--- config.mk ---
export PLATFORM = sky130hd
export DESIGN_NAME = port_pin_config_logic
export DESIGN_NICKNAME = d
export VERILOG_FILES = /design/src/gpio_pkg.sv /design/src/port_bits_if.sv /design/src/port_pin_config_logic.sv /design/src/pin_sync.sv /design/src/port_pad.sv
export SDC_FILE = /design/constraint.sdc
export NUM_CORES = 1
export LEC_CHECK = 0
export BUFFER_PORTS_ARGS = -buffer_cell sky130_fd_sc_hd__buf_2
export CAP_MARGIN = 20
export CORE_MARGIN = 4
export CORE_UTILIZATION = 40
export DETAILED_ROUTE_END_ITERATION = 8
export PLACE_DENSITY_LB_ADDON = 0.08
export SETUP_SLACK_MARGIN = 0.1
export SYNTH_ARGS = -nofsm -noshare
export SYNTH_HDL_FRONTEND = slang
export SYNTH_HIERARCHICAL = 1
export SYNTH_SLANG_ARGS = --single-unit
--- constraint.sdc ---
create_clock -name SYS_CLK_I -period 2.3 [get_ports SYS_CLK_I]
set_input_delay 0.345 -clock SYS_CLK_I [delete_from_list [all_inputs] [get_ports SYS_CLK_I]]
set_output_delay 0.345 -clock SYS_CLK_I [all_outputs]
set_load 0.01 [all_outputs]
--- src/gpio_pkg.sv ---
// Register map, reset values and field positions for the port pin logic.
package gpio_pkg;
  localparam int ADDR_W = 8;
  localparam logic [7:0] OFS_L_CFG    = 8'h00;
  localparam logic [7:0] OFS_L_DATA   = 8'h04;
  localparam logic [7:0] OFS_L_PIN    = 8'h08;
  localparam logic [7:0] OFS_G_CFG    = 8'h0c;
  localparam logic [7:0] OFS_G_DATA   = 8'h10;
  localparam logic [7:0] OFS_G_PIN    = 8'h14;
  localparam logic [7:0] OFS_D_DATA   = 8'h18;
  localparam logic [7:0] OFS_CAN_CTRL = 8'h1c;
  localparam logic [7:0] OFS_ALT_SEL  = 8'h20;
  localparam logic [7:0] RST_CFG      = 8'h00;
  localparam logic [7:0] RST_DATA     = 8'h00;
  localparam logic [3:0] RST_D        = 4'hf;
  localparam logic [1:0] RST_CAN      = 2'h0;
  localparam logic [7:0] RST_ALT      = 8'h00;
  localparam int L_W              = 7;
  localparam int G_IO_W           = 6;
  localparam int BIT_HALT         = 7;
  localparam int BIT_IDLE         = 6;
  localparam int BIT_ALT_SK       = 6;
  localparam int CAN_EN_A         = 0;
  localparam int CAN_EN_B         = 1;
  localparam int ALT_PULSE_ZERO   = 0;
  localparam int ALT_PULSE_ONE    = 1;
  localparam int ALT_CMP_B_RESULT = 2;
  localparam int ALT_CMP_A_RESULT = 3;
  localparam int ALT_SER_DATA_OUT = 4;
  localparam int ALT_SER_CLK_OUT  = 5;
  localparam int ALT_TIMER_IO     = 6;
  localparam logic [1:0] RESP_OKAY   = 2'b00;
  localparam logic [1:0] RESP_SLVERR = 2'b10;
endpackage

--- src/port_bits_if.sv ---
// Configuration, data and drive signals of one bidirectional port.
`timescale 1ns/1ns
interface port_bits_if #(parameter int W = 8);
  logic [W-1:0] cfg;
  logic [W-1:0] dat;
  logic [W-1:0] pad_out;
  logic [W-1:0] pad_oe_n;
  logic [W-1:0] pad_pullup;
  modport ctrl (output cfg, output dat, input pad_out, input pad_oe_n, input pad_pullup);
  modport pad  (input cfg, input dat, output pad_out, output pad_oe_n, output pad_pullup);
endinterface

--- src/port_pin_config_logic.sv ---
// Top level: register file on AXI4-Lite and pin logic for ports L, G, D and the CAN drivers.
`timescale 1ns/1ns
module port_pin_config_logic (
  // Clock, reset and enable
  input  wire logic        SYS_CLK_I,
  input  wire logic        RESET_I,
  input  wire logic        CE_I,
  // AXI4-Lite slave
  input  wire logic [7:0]  S_AXI_AWADDR_I,
  input  wire logic        S_AXI_AWVALID_I,
  output logic             S_AXI_AWREADY_O,
  input  wire logic [31:0] S_AXI_WDATA_I,
  input  wire logic [3:0]  S_AXI_WSTRB_I,
  input  wire logic        S_AXI_WVALID_I,
  output logic             S_AXI_WREADY_O,
  output logic [1:0]       S_AXI_BRESP_O,
  output logic             S_AXI_BVALID_O,
  input  wire logic        S_AXI_BREADY_I,
  input  wire logic [7:0]  S_AXI_ARADDR_I,
  input  wire logic        S_AXI_ARVALID_I,
  output logic             S_AXI_ARREADY_O,
  output logic [31:0]      S_AXI_RDATA_O,
  output logic [1:0]       S_AXI_RRESP_O,
  output logic             S_AXI_RVALID_O,
  input  wire logic        S_AXI_RREADY_I,
  // Port L pins
  input  wire logic [6:0]  PORT_L_I,
  output logic      [6:0]  PORT_L_O,
  output logic      [6:0]  PORT_L_OE_N_O,
  output logic      [6:0]  PORT_L_PULLUP_O,
  // Port G pins
  input  wire logic [6:0]  PORT_G_I,
  output logic      [5:0]  PORT_G_O,
  output logic      [5:0]  PORT_G_OE_N_O,
  output logic      [5:0]  PORT_G_PULLUP_O,
  output logic             OSC_CLOCK_OUT_O,
  // Port D pins
  output logic      [3:0]  PORT_D_O,
  // CAN transmit pins
  input  wire logic        CAN_TX_A_I,
  input  wire logic        CAN_TX_B_I,
  output logic             CAN_DRIVE_OUT_A_O,
  output logic             CAN_DRIVE_OUT_A_OE_N_O,
  output logic             CAN_DRIVE_OUT_B_O,
  output logic             CAN_DRIVE_OUT_B_OE_N_O,
  // Oscillator clock source for the dedicated output
  input  wire logic        OSC_CLK_I,
  // Power mode requests and serial phase
  output logic             HALT_REQ_O,
  output logic             IDLE_REQ_O,
  output logic             ALT_SK_PHASE_O,
  // Alternate function sources from peripherals
  input  wire logic        PULSE_OUT_ZERO_I,
  input  wire logic        PULSE_OUT_ONE_I,
  input  wire logic        COMPARATOR_B_RESULT_I,
  input  wire logic        COMPARATOR_A_RESULT_I,
  input  wire logic        SERIAL_DATA_OUT_I,
  input  wire logic        SERIAL_CLOCK_PIN_I,
  input  wire logic        TIMER_ONE_IO_I,
  // Synchronised alternate function inputs to peripherals
  output logic      [6:0]  MULTI_INPUT_WAKEUP_O,
  output logic             CAPTURE_PIN_INPUT_O,
  output logic             COMPARATOR_B_NEG_INPUT_O,
  output logic             COMPARATOR_B_POS_INPUT_O,
  output logic             COMPARATOR_A_NEG_INPUT_O,
  output logic             COMPARATOR_A_POS_INPUT_O,
  output logic             SERIAL_DATA_IN_O,
  output logic             SERIAL_CLOCK_IN_O,
  output logic             TIMER_ONE_IO_IN_O,
  output logic             TIMER_ONE_CAPTURE_IN_O,
  output logic             EXTERNAL_IRQ_IN_O
);
  port_bits_if #(.W(7)) l_if ();
  port_bits_if #(.W(6)) g_if ();

  logic [7:0]  l_cfg_r;
  logic [7:0]  l_data_r;
  logic [7:0]  g_cfg_r;
  logic [7:0]  g_data_r;
  logic [3:0]  d_data_r;
  logic [1:0]  can_en_r;
  logic [7:0]  alt_sel_r;
  logic [6:0]  l_level;
  logic [6:0]  g_level;
  logic        bvalid_r;
  logic [1:0]  bresp_r;
  logic        rvalid_r;
  logic [31:0] rdata_r;
  logic [1:0]  rresp_r;
  logic        halt_r;
  logic        idle_r;
  logic        wr_go;
  logic        rd_go;
  logic        wr_lane0;
  logic [31:0] rd_word;
  logic        rd_hit;

  function automatic logic is_mapped(input logic [7:0] a);
    is_mapped = (a == gpio_pkg::OFS_L_CFG) || (a == gpio_pkg::OFS_L_DATA) ||
                (a == gpio_pkg::OFS_L_PIN) || (a == gpio_pkg::OFS_G_CFG) ||
                (a == gpio_pkg::OFS_G_DATA) || (a == gpio_pkg::OFS_G_PIN) ||
                (a == gpio_pkg::OFS_D_DATA) || (a == gpio_pkg::OFS_CAN_CTRL) ||
                (a == gpio_pkg::OFS_ALT_SEL);
  endfunction

  pin_sync #(.W(7)) u_sync_l (
    .clk_i   (SYS_CLK_I),
    .rst_i   (RESET_I),
    .ce_i    (CE_I),
    .pin_i   (PORT_L_I),
    .level_o (l_level)
  );

  pin_sync #(.W(7)) u_sync_g (
    .clk_i   (SYS_CLK_I),
    .rst_i   (RESET_I),
    .ce_i    (CE_I),
    .pin_i   (PORT_G_I),
    .level_o (g_level)
  );

  port_pad u_pad_l (
    .p (l_if.pad)
  );

  port_pad u_pad_g (
    .p (g_if.pad)
  );

  // Write address and data are taken together in one cycle; no write is pending while a response waits.
  assign wr_go           = CE_I & S_AXI_AWVALID_I & S_AXI_WVALID_I & ~bvalid_r;
  assign rd_go           = CE_I & S_AXI_ARVALID_I & ~rvalid_r;
  assign wr_lane0        = wr_go & S_AXI_WSTRB_I[0];
  assign S_AXI_AWREADY_O = wr_go;
  assign S_AXI_WREADY_O  = wr_go;
  assign S_AXI_ARREADY_O = rd_go;
  assign S_AXI_BVALID_O  = bvalid_r;
  assign S_AXI_BRESP_O   = bresp_r;
  assign S_AXI_RVALID_O  = rvalid_r;
  assign S_AXI_RDATA_O   = rdata_r;
  assign S_AXI_RRESP_O   = rresp_r;

  always_ff @(posedge SYS_CLK_I or posedge RESET_I) begin
    if (RESET_I) begin
      bvalid_r <= 1'b0;
      bresp_r  <= gpio_pkg::RESP_OKAY;
    end else if (CE_I) begin
      if (wr_go) begin
        bvalid_r <= 1'b1;
        bresp_r  <= is_mapped(S_AXI_AWADDR_I) ? gpio_pkg::RESP_OKAY : gpio_pkg::RESP_SLVERR;
      end else if (S_AXI_BREADY_I) begin
        bvalid_r <= 1'b0;
      end
    end
  end

  // Ports L and G reset to Hi-Z inputs; port D resets high.
  always_ff @(posedge SYS_CLK_I or posedge RESET_I) begin
    if (RESET_I) begin
      l_cfg_r   <= gpio_pkg::RST_CFG;
      l_data_r  <= gpio_pkg::RST_DATA;
      g_cfg_r   <= gpio_pkg::RST_CFG;
      g_data_r  <= gpio_pkg::RST_DATA;
      d_data_r  <= gpio_pkg::RST_D;
      can_en_r  <= gpio_pkg::RST_CAN;
      alt_sel_r <= gpio_pkg::RST_ALT;
    end else if (wr_lane0) begin
      case (S_AXI_AWADDR_I)
        gpio_pkg::OFS_L_CFG: begin
          l_cfg_r <= S_AXI_WDATA_I[7:0];
        end
        gpio_pkg::OFS_L_DATA: begin
          l_data_r <= S_AXI_WDATA_I[7:0];
        end
        gpio_pkg::OFS_G_CFG: begin
          g_cfg_r <= S_AXI_WDATA_I[7:0];
        end
        gpio_pkg::OFS_G_DATA: begin
          g_data_r <= S_AXI_WDATA_I[7:0];
        end
        gpio_pkg::OFS_D_DATA: begin
          d_data_r <= S_AXI_WDATA_I[3:0];
        end
        gpio_pkg::OFS_CAN_CTRL: begin
          can_en_r <= S_AXI_WDATA_I[1:0];
        end
        gpio_pkg::OFS_ALT_SEL: begin
          alt_sel_r <= S_AXI_WDATA_I[7:0];
        end
        default: begin
        end
      endcase
    end
  end

  // Halt and idle are requests of one cycle, raised by a write of a one with byte lane 0 strobed.
  always_ff @(posedge SYS_CLK_I or posedge RESET_I) begin
    if (RESET_I) begin
      halt_r <= 1'b0;
      idle_r <= 1'b0;
    end else if (CE_I) begin
      halt_r <= wr_lane0 && (S_AXI_AWADDR_I == gpio_pkg::OFS_G_DATA) &&
                S_AXI_WDATA_I[gpio_pkg::BIT_HALT];
      idle_r <= wr_lane0 && (S_AXI_AWADDR_I == gpio_pkg::OFS_G_DATA) &&
                S_AXI_WDATA_I[gpio_pkg::BIT_IDLE];
    end
  end

  always_comb begin
    rd_word = 32'h0000_0000;
    rd_hit  = 1'b1;
    case (S_AXI_ARADDR_I)
      gpio_pkg::OFS_L_CFG:    rd_word[7:0] = l_cfg_r;
      gpio_pkg::OFS_L_DATA:   rd_word[7:0] = l_data_r;
      gpio_pkg::OFS_L_PIN:    rd_word[6:0] = l_level;
      gpio_pkg::OFS_G_CFG:    rd_word[7:0] = g_cfg_r;
      gpio_pkg::OFS_G_DATA:   rd_word[5:0] = g_data_r[5:0];
      gpio_pkg::OFS_G_PIN:    rd_word[6:0] = g_level;
      gpio_pkg::OFS_D_DATA:   rd_word[3:0] = d_data_r;
      gpio_pkg::OFS_CAN_CTRL: rd_word[1:0] = can_en_r;
      gpio_pkg::OFS_ALT_SEL:  rd_word[7:0] = alt_sel_r;
      default:                rd_hit = 1'b0;
    endcase
  end

  always_ff @(posedge SYS_CLK_I or posedge RESET_I) begin
    if (RESET_I) begin
      rvalid_r <= 1'b0;
      rdata_r  <= 32'h0000_0000;
      rresp_r  <= gpio_pkg::RESP_OKAY;
    end else if (CE_I) begin
      if (rd_go) begin
        rvalid_r <= 1'b1;
        rdata_r  <= rd_word;
        rresp_r  <= rd_hit ? gpio_pkg::RESP_OKAY : gpio_pkg::RESP_SLVERR;
      end else if (S_AXI_RREADY_I) begin
        rvalid_r <= 1'b0;
      end
    end
  end

  // Alternate outputs replace the data bit only; the config bit still decides whether the pin drives.
  always_comb begin
    l_if.cfg    = l_cfg_r[6:0];
    l_if.dat    = l_data_r[6:0];
    l_if.dat[6] = alt_sel_r[gpio_pkg::ALT_PULSE_ZERO]   ? PULSE_OUT_ZERO_I :
                  alt_sel_r[gpio_pkg::ALT_CMP_B_RESULT] ? COMPARATOR_B_RESULT_I : l_data_r[6];
    l_if.dat[5] = alt_sel_r[gpio_pkg::ALT_PULSE_ONE]    ? PULSE_OUT_ONE_I : l_data_r[5];
    l_if.dat[2] = alt_sel_r[gpio_pkg::ALT_CMP_A_RESULT] ? COMPARATOR_A_RESULT_I : l_data_r[2];
    g_if.cfg    = g_cfg_r[5:0];
    g_if.dat    = g_data_r[5:0];
    g_if.dat[5] = alt_sel_r[gpio_pkg::ALT_SER_CLK_OUT]  ? SERIAL_CLOCK_PIN_I : g_data_r[5];
    g_if.dat[4] = alt_sel_r[gpio_pkg::ALT_SER_DATA_OUT] ? SERIAL_DATA_OUT_I : g_data_r[4];
    g_if.dat[3] = alt_sel_r[gpio_pkg::ALT_TIMER_IO]     ? TIMER_ONE_IO_I : g_data_r[3];
  end

  assign PORT_L_O        = l_if.pad_out;
  assign PORT_L_OE_N_O   = l_if.pad_oe_n;
  assign PORT_L_PULLUP_O = l_if.pad_pullup;
  assign PORT_G_O        = g_if.pad_out;
  assign PORT_G_OE_N_O   = g_if.pad_oe_n;
  assign PORT_G_PULLUP_O = g_if.pad_pullup;
  // The clock leaves on its own pin with no register so its waveform is not resampled.
  assign OSC_CLOCK_OUT_O = OSC_CLK_I;
  assign PORT_D_O        = d_data_r;

  assign CAN_DRIVE_OUT_A_O      = CAN_TX_A_I;
  assign CAN_DRIVE_OUT_A_OE_N_O = ~can_en_r[gpio_pkg::CAN_EN_A];
  assign CAN_DRIVE_OUT_B_O      = CAN_TX_B_I;
  assign CAN_DRIVE_OUT_B_OE_N_O = ~can_en_r[gpio_pkg::CAN_EN_B];

  assign HALT_REQ_O     = halt_r;
  assign IDLE_REQ_O     = idle_r;
  assign ALT_SK_PHASE_O = g_cfg_r[gpio_pkg::BIT_ALT_SK];

  assign MULTI_INPUT_WAKEUP_O     = l_level;
  assign CAPTURE_PIN_INPUT_O      = l_level[6];
  assign COMPARATOR_B_NEG_INPUT_O = l_level[5];
  assign COMPARATOR_B_POS_INPUT_O = l_level[4];
  assign COMPARATOR_A_NEG_INPUT_O = l_level[1];
  assign COMPARATOR_A_POS_INPUT_O = l_level[0];
  assign SERIAL_DATA_IN_O         = g_level[6];
  assign SERIAL_CLOCK_IN_O        = g_level[5];
  assign TIMER_ONE_IO_IN_O        = g_level[3];
  assign TIMER_ONE_CAPTURE_IN_O   = g_level[2];
  assign EXTERNAL_IRQ_IN_O        = g_level[0];
endmodule

--- src/pin_sync.sv ---
// Three-stage pin synchroniser that accepts a change once stages two and three agree.
`timescale 1ns/1ns
module pin_sync #(
  parameter int W = 8
) (
  input  wire logic         clk_i,
  input  wire logic         rst_i,
  input  wire logic         ce_i,
  input  wire logic [W-1:0] pin_i,
  output logic      [W-1:0] level_o
);
  logic [W-1:0] s1_r;
  logic [W-1:0] s2_r;
  logic [W-1:0] s3_r;

  always_ff @(posedge clk_i or posedge rst_i) begin
    if (rst_i) begin
      s1_r <= '0;
      s2_r <= '0;
      s3_r <= '0;
    end else if (ce_i) begin
      s1_r <= pin_i;
      s2_r <= s1_r;
      s3_r <= s2_r;
    end
  end

  // Each bit updates on its own so one bouncing pin does not hold back the others.
  always_ff @(posedge clk_i or posedge rst_i) begin
    if (rst_i) begin
      level_o <= '0;
    end else if (ce_i) begin
      level_o <= (s2_r & s3_r) | (level_o & (s2_r | s3_r));
    end
  end
endmodule

--- src/port_pad.sv ---
// Turns configuration and data bits into pad drive, enable and pull-up controls.
`timescale 1ns/1ns
module port_pad (
  port_bits_if.pad p
);
  always_comb begin
    p.pad_out    = p.dat;
    p.pad_oe_n   = ~p.cfg;
    p.pad_pullup = ~p.cfg & p.dat;
  end
endmodule

==> metrics.cfg <==
[run_status]
status = finished, final reports clean

[yosys]
synthCells = 493
ys_seq_area_frac = 0.493
yosysWarnings = 6
synth_edf_count = 0
syn_area_mm2 = 0.00580
async_reset_ff_frac = 1.00
synth_most_common_cell = dfrtp_1
ys_ff_latch = 114
avgSynthCellArea_um2 = 11.8
synthDistinctLibCells = 54
synth_top_area_frac = 0.475
ys_top_cells_by_area = dfrtp_1 (47%), mux2_2 (18%), buf_4 (6.5%), nor2b_1 (1.8%), dfstp_2 (1.8%)
synthFlopType = dfrtp_1
synth_area_leader_cell = dfrtp_1
synth_common_cells = dfrtp_1 (110), mux2_2 (93), buf_4 (50), inv_1 (27), nand2_1 (25)

[timing]
finalSetupViolations = 0
drv_slew = 0
fmax_ghz = 0.494
period_needed_ns = 2.03
skew_ns = 0.00753
period_share = 0.880
finalHoldViolations = 0
holdWs_ns = 0.0177
rsz0062_at_grt = false
setup_tns_ns = 0

[grt]
gr-total-overflow = 0
antenna_found_initial = 0
grt_pass1_wl_um = 22800
busiest_layer = met2
grt_pass1_vias = 4245
met3_usage = 0.0527
use_met1 = 0.235
grt_start_max_net_pins = 79
use_met2 = 0.286
track_usage = 0.180

[placement]
gp_congestion = 0.819
dp.cells = 782
dpl.hpwl_um = 10400
dpl_cell_area_mm2 = 0.00647
io_buffers = 133

[critical_path]
startpoint_type = flop
crit_chain = nand4b_1, or4_4, nor3_4, buf_12, mux2_2
r2r-start = S_AXI_BVALID_O
worstSetupEndpointType = flop
crit_start = S_AXI_BVALID_O
r2r_cells = 5
critPathKind = reg -> reg
critPathArrivalTime_ns = 2.32
required_ns = 2.59
path_buf_inv = 1
critPathTopFamily = simple AND/OR/NAND/NOR gates
slowest_delay_ns = 0.56
cp_max_fo = 8
path_depth = 5
crit_slowest_cell = or4_4

[min_path]
hold_class = in -> async

[clock_network]
clkTransAtPathRegs_ns = 0.05
cts_buffer_depth = 2
cts_tree = done
worstSkewPairLatency_ns = 0.41
post-cts-setup-buffer-count = 0
htreeDepth = 4
numClockSinks = 114
cts_buffers = 17
clock-root-buffer = clkbuf_16

[floorplanning]
dieArea_mm2 = 0.0165
die_x_um = 128
initial_core_util = 0.413
die_h_um = 128
num_io_pins = 193
rows = 43
core_area_mm2 = 0.0140

[drt]
vias = 4091
drtIter0Drc = 174
routed_wirelength_um = 14300
first_pass_iters = 4
ant_nets = 0
remaining_drc_errors = 0
post_drt_wl_per_cell_um = 17.5
vias_per_cell = 5.03

[pwr]
p_leak_nw = 3.48
peakVddDrop_mv = 0.513
finalPower_mw = 5.94
p_per_area_mw_per_mm2 = 839

[final_layout]
drive_gt1_frac = 0.460
diodes = 0
final_cells = 813
fin_area_mm2 = 0.00708
synthToLayoutAreaGrowth_pct = 22.2
num-nets-final = 705

[job]
maxCapViolations = 0

==> path summary, 6_finish.rpt <==
kind | slack, ns | endpoint
worst max-delay path | 0.27 | g_cfg_r[1]
worst min-delay path | 0.02 | l_cfg_r[2]
worst max register to register | 0.27 | g_cfg_r[1]
worst min register to register | 0.48 | S_AXI_BRESP_O[1]
max in group asynchronous | 1.97 | PORT_D_O[2]
min in group SYS_CLK_I | 0.17 | u_sync_l/s1_r[0]
==> stage by stage <==
stage,worst slack [ns],util
floorplan,0.156,-
global route,0.178,0.505
finish,0.275,0.505
global placement,0.0168,0.461
detailed placement,-0.0132,0.461
CTS,0.275,0.504
==> per-layer routing <==
layer  up-vias  wire length, um
met5         -                0
met4         0              226
met3        21              913
met2       133             6820
met1      2009             6300
li1       1928                -
==> flip-flops by register name, indices dropped and copies added, names as in the netlist, 8 cells and up <==
name           count
alt_sel_r          8
l_cfg_r            8
g_cfg_r            8
S_AXI_RDATA_O      8
l_data_r           8
==> cells by family after synthesis <==
kind of cell	Yosys count	synth area share
AOI/OAI and AO/OA	73	0.0902
buffers and inverters	97	0.104
DFF	114	0.493
muxes	105	0.206
other	1	0.000647
and+or+nand+nor	103	0.106
==> worst register-to-register path, cell delays in order (launching register included) <==
cell      delay [ns]
dfrtp_1         0.38
nand4b_1        0.25
or4_4           0.56
nor3_4          0.21
buf_12          0.16
mux2_2          0.34
==> what timing repair did <==
| action | CTS | global route |
|---|---|---|
| gates resized for setup | 0 | 1 |
| setup endpoints to repair | 0 | 3 |
| hold buffers | 0 | 0 |
==> final cells by class <==
cell class / count / area [um2]
multi-input cells: 307 / 2440
clock inverters: 10 / 133
flip-flops and latches: 114 / 2860
well taps: 180 / 225
clock buffers: 21 / 470
repair buffers: 153 / 853
fillers: 1269 / 6960
inverters: 28 / 105
==> layout by cell type, fill, tap and decap left out, types with 10 or more instances in the layout <==
master	synthesis	layout
nor2b_1	17	17
dfrtp_1	110	110
o21ai_0	14	14
mux2_2	93	93
conb_1	1	26
nand2_1	25	25
a21o_1	10	10
buf_4	50	17
clkbuf_16	0	17
buf_2	1	133
a22o_1	12	12
mux2i_1	10	10
inv_1	27	26
==> power breakdown <==
part           leakage [nW]  internal (mW)  switching, mW
logic                  1.76          0.415          0.415
registers              1.43           2.23          0.205
clock network         0.291           1.77          0.900
No activity file was read; power rests on OpenSTA's default activity.
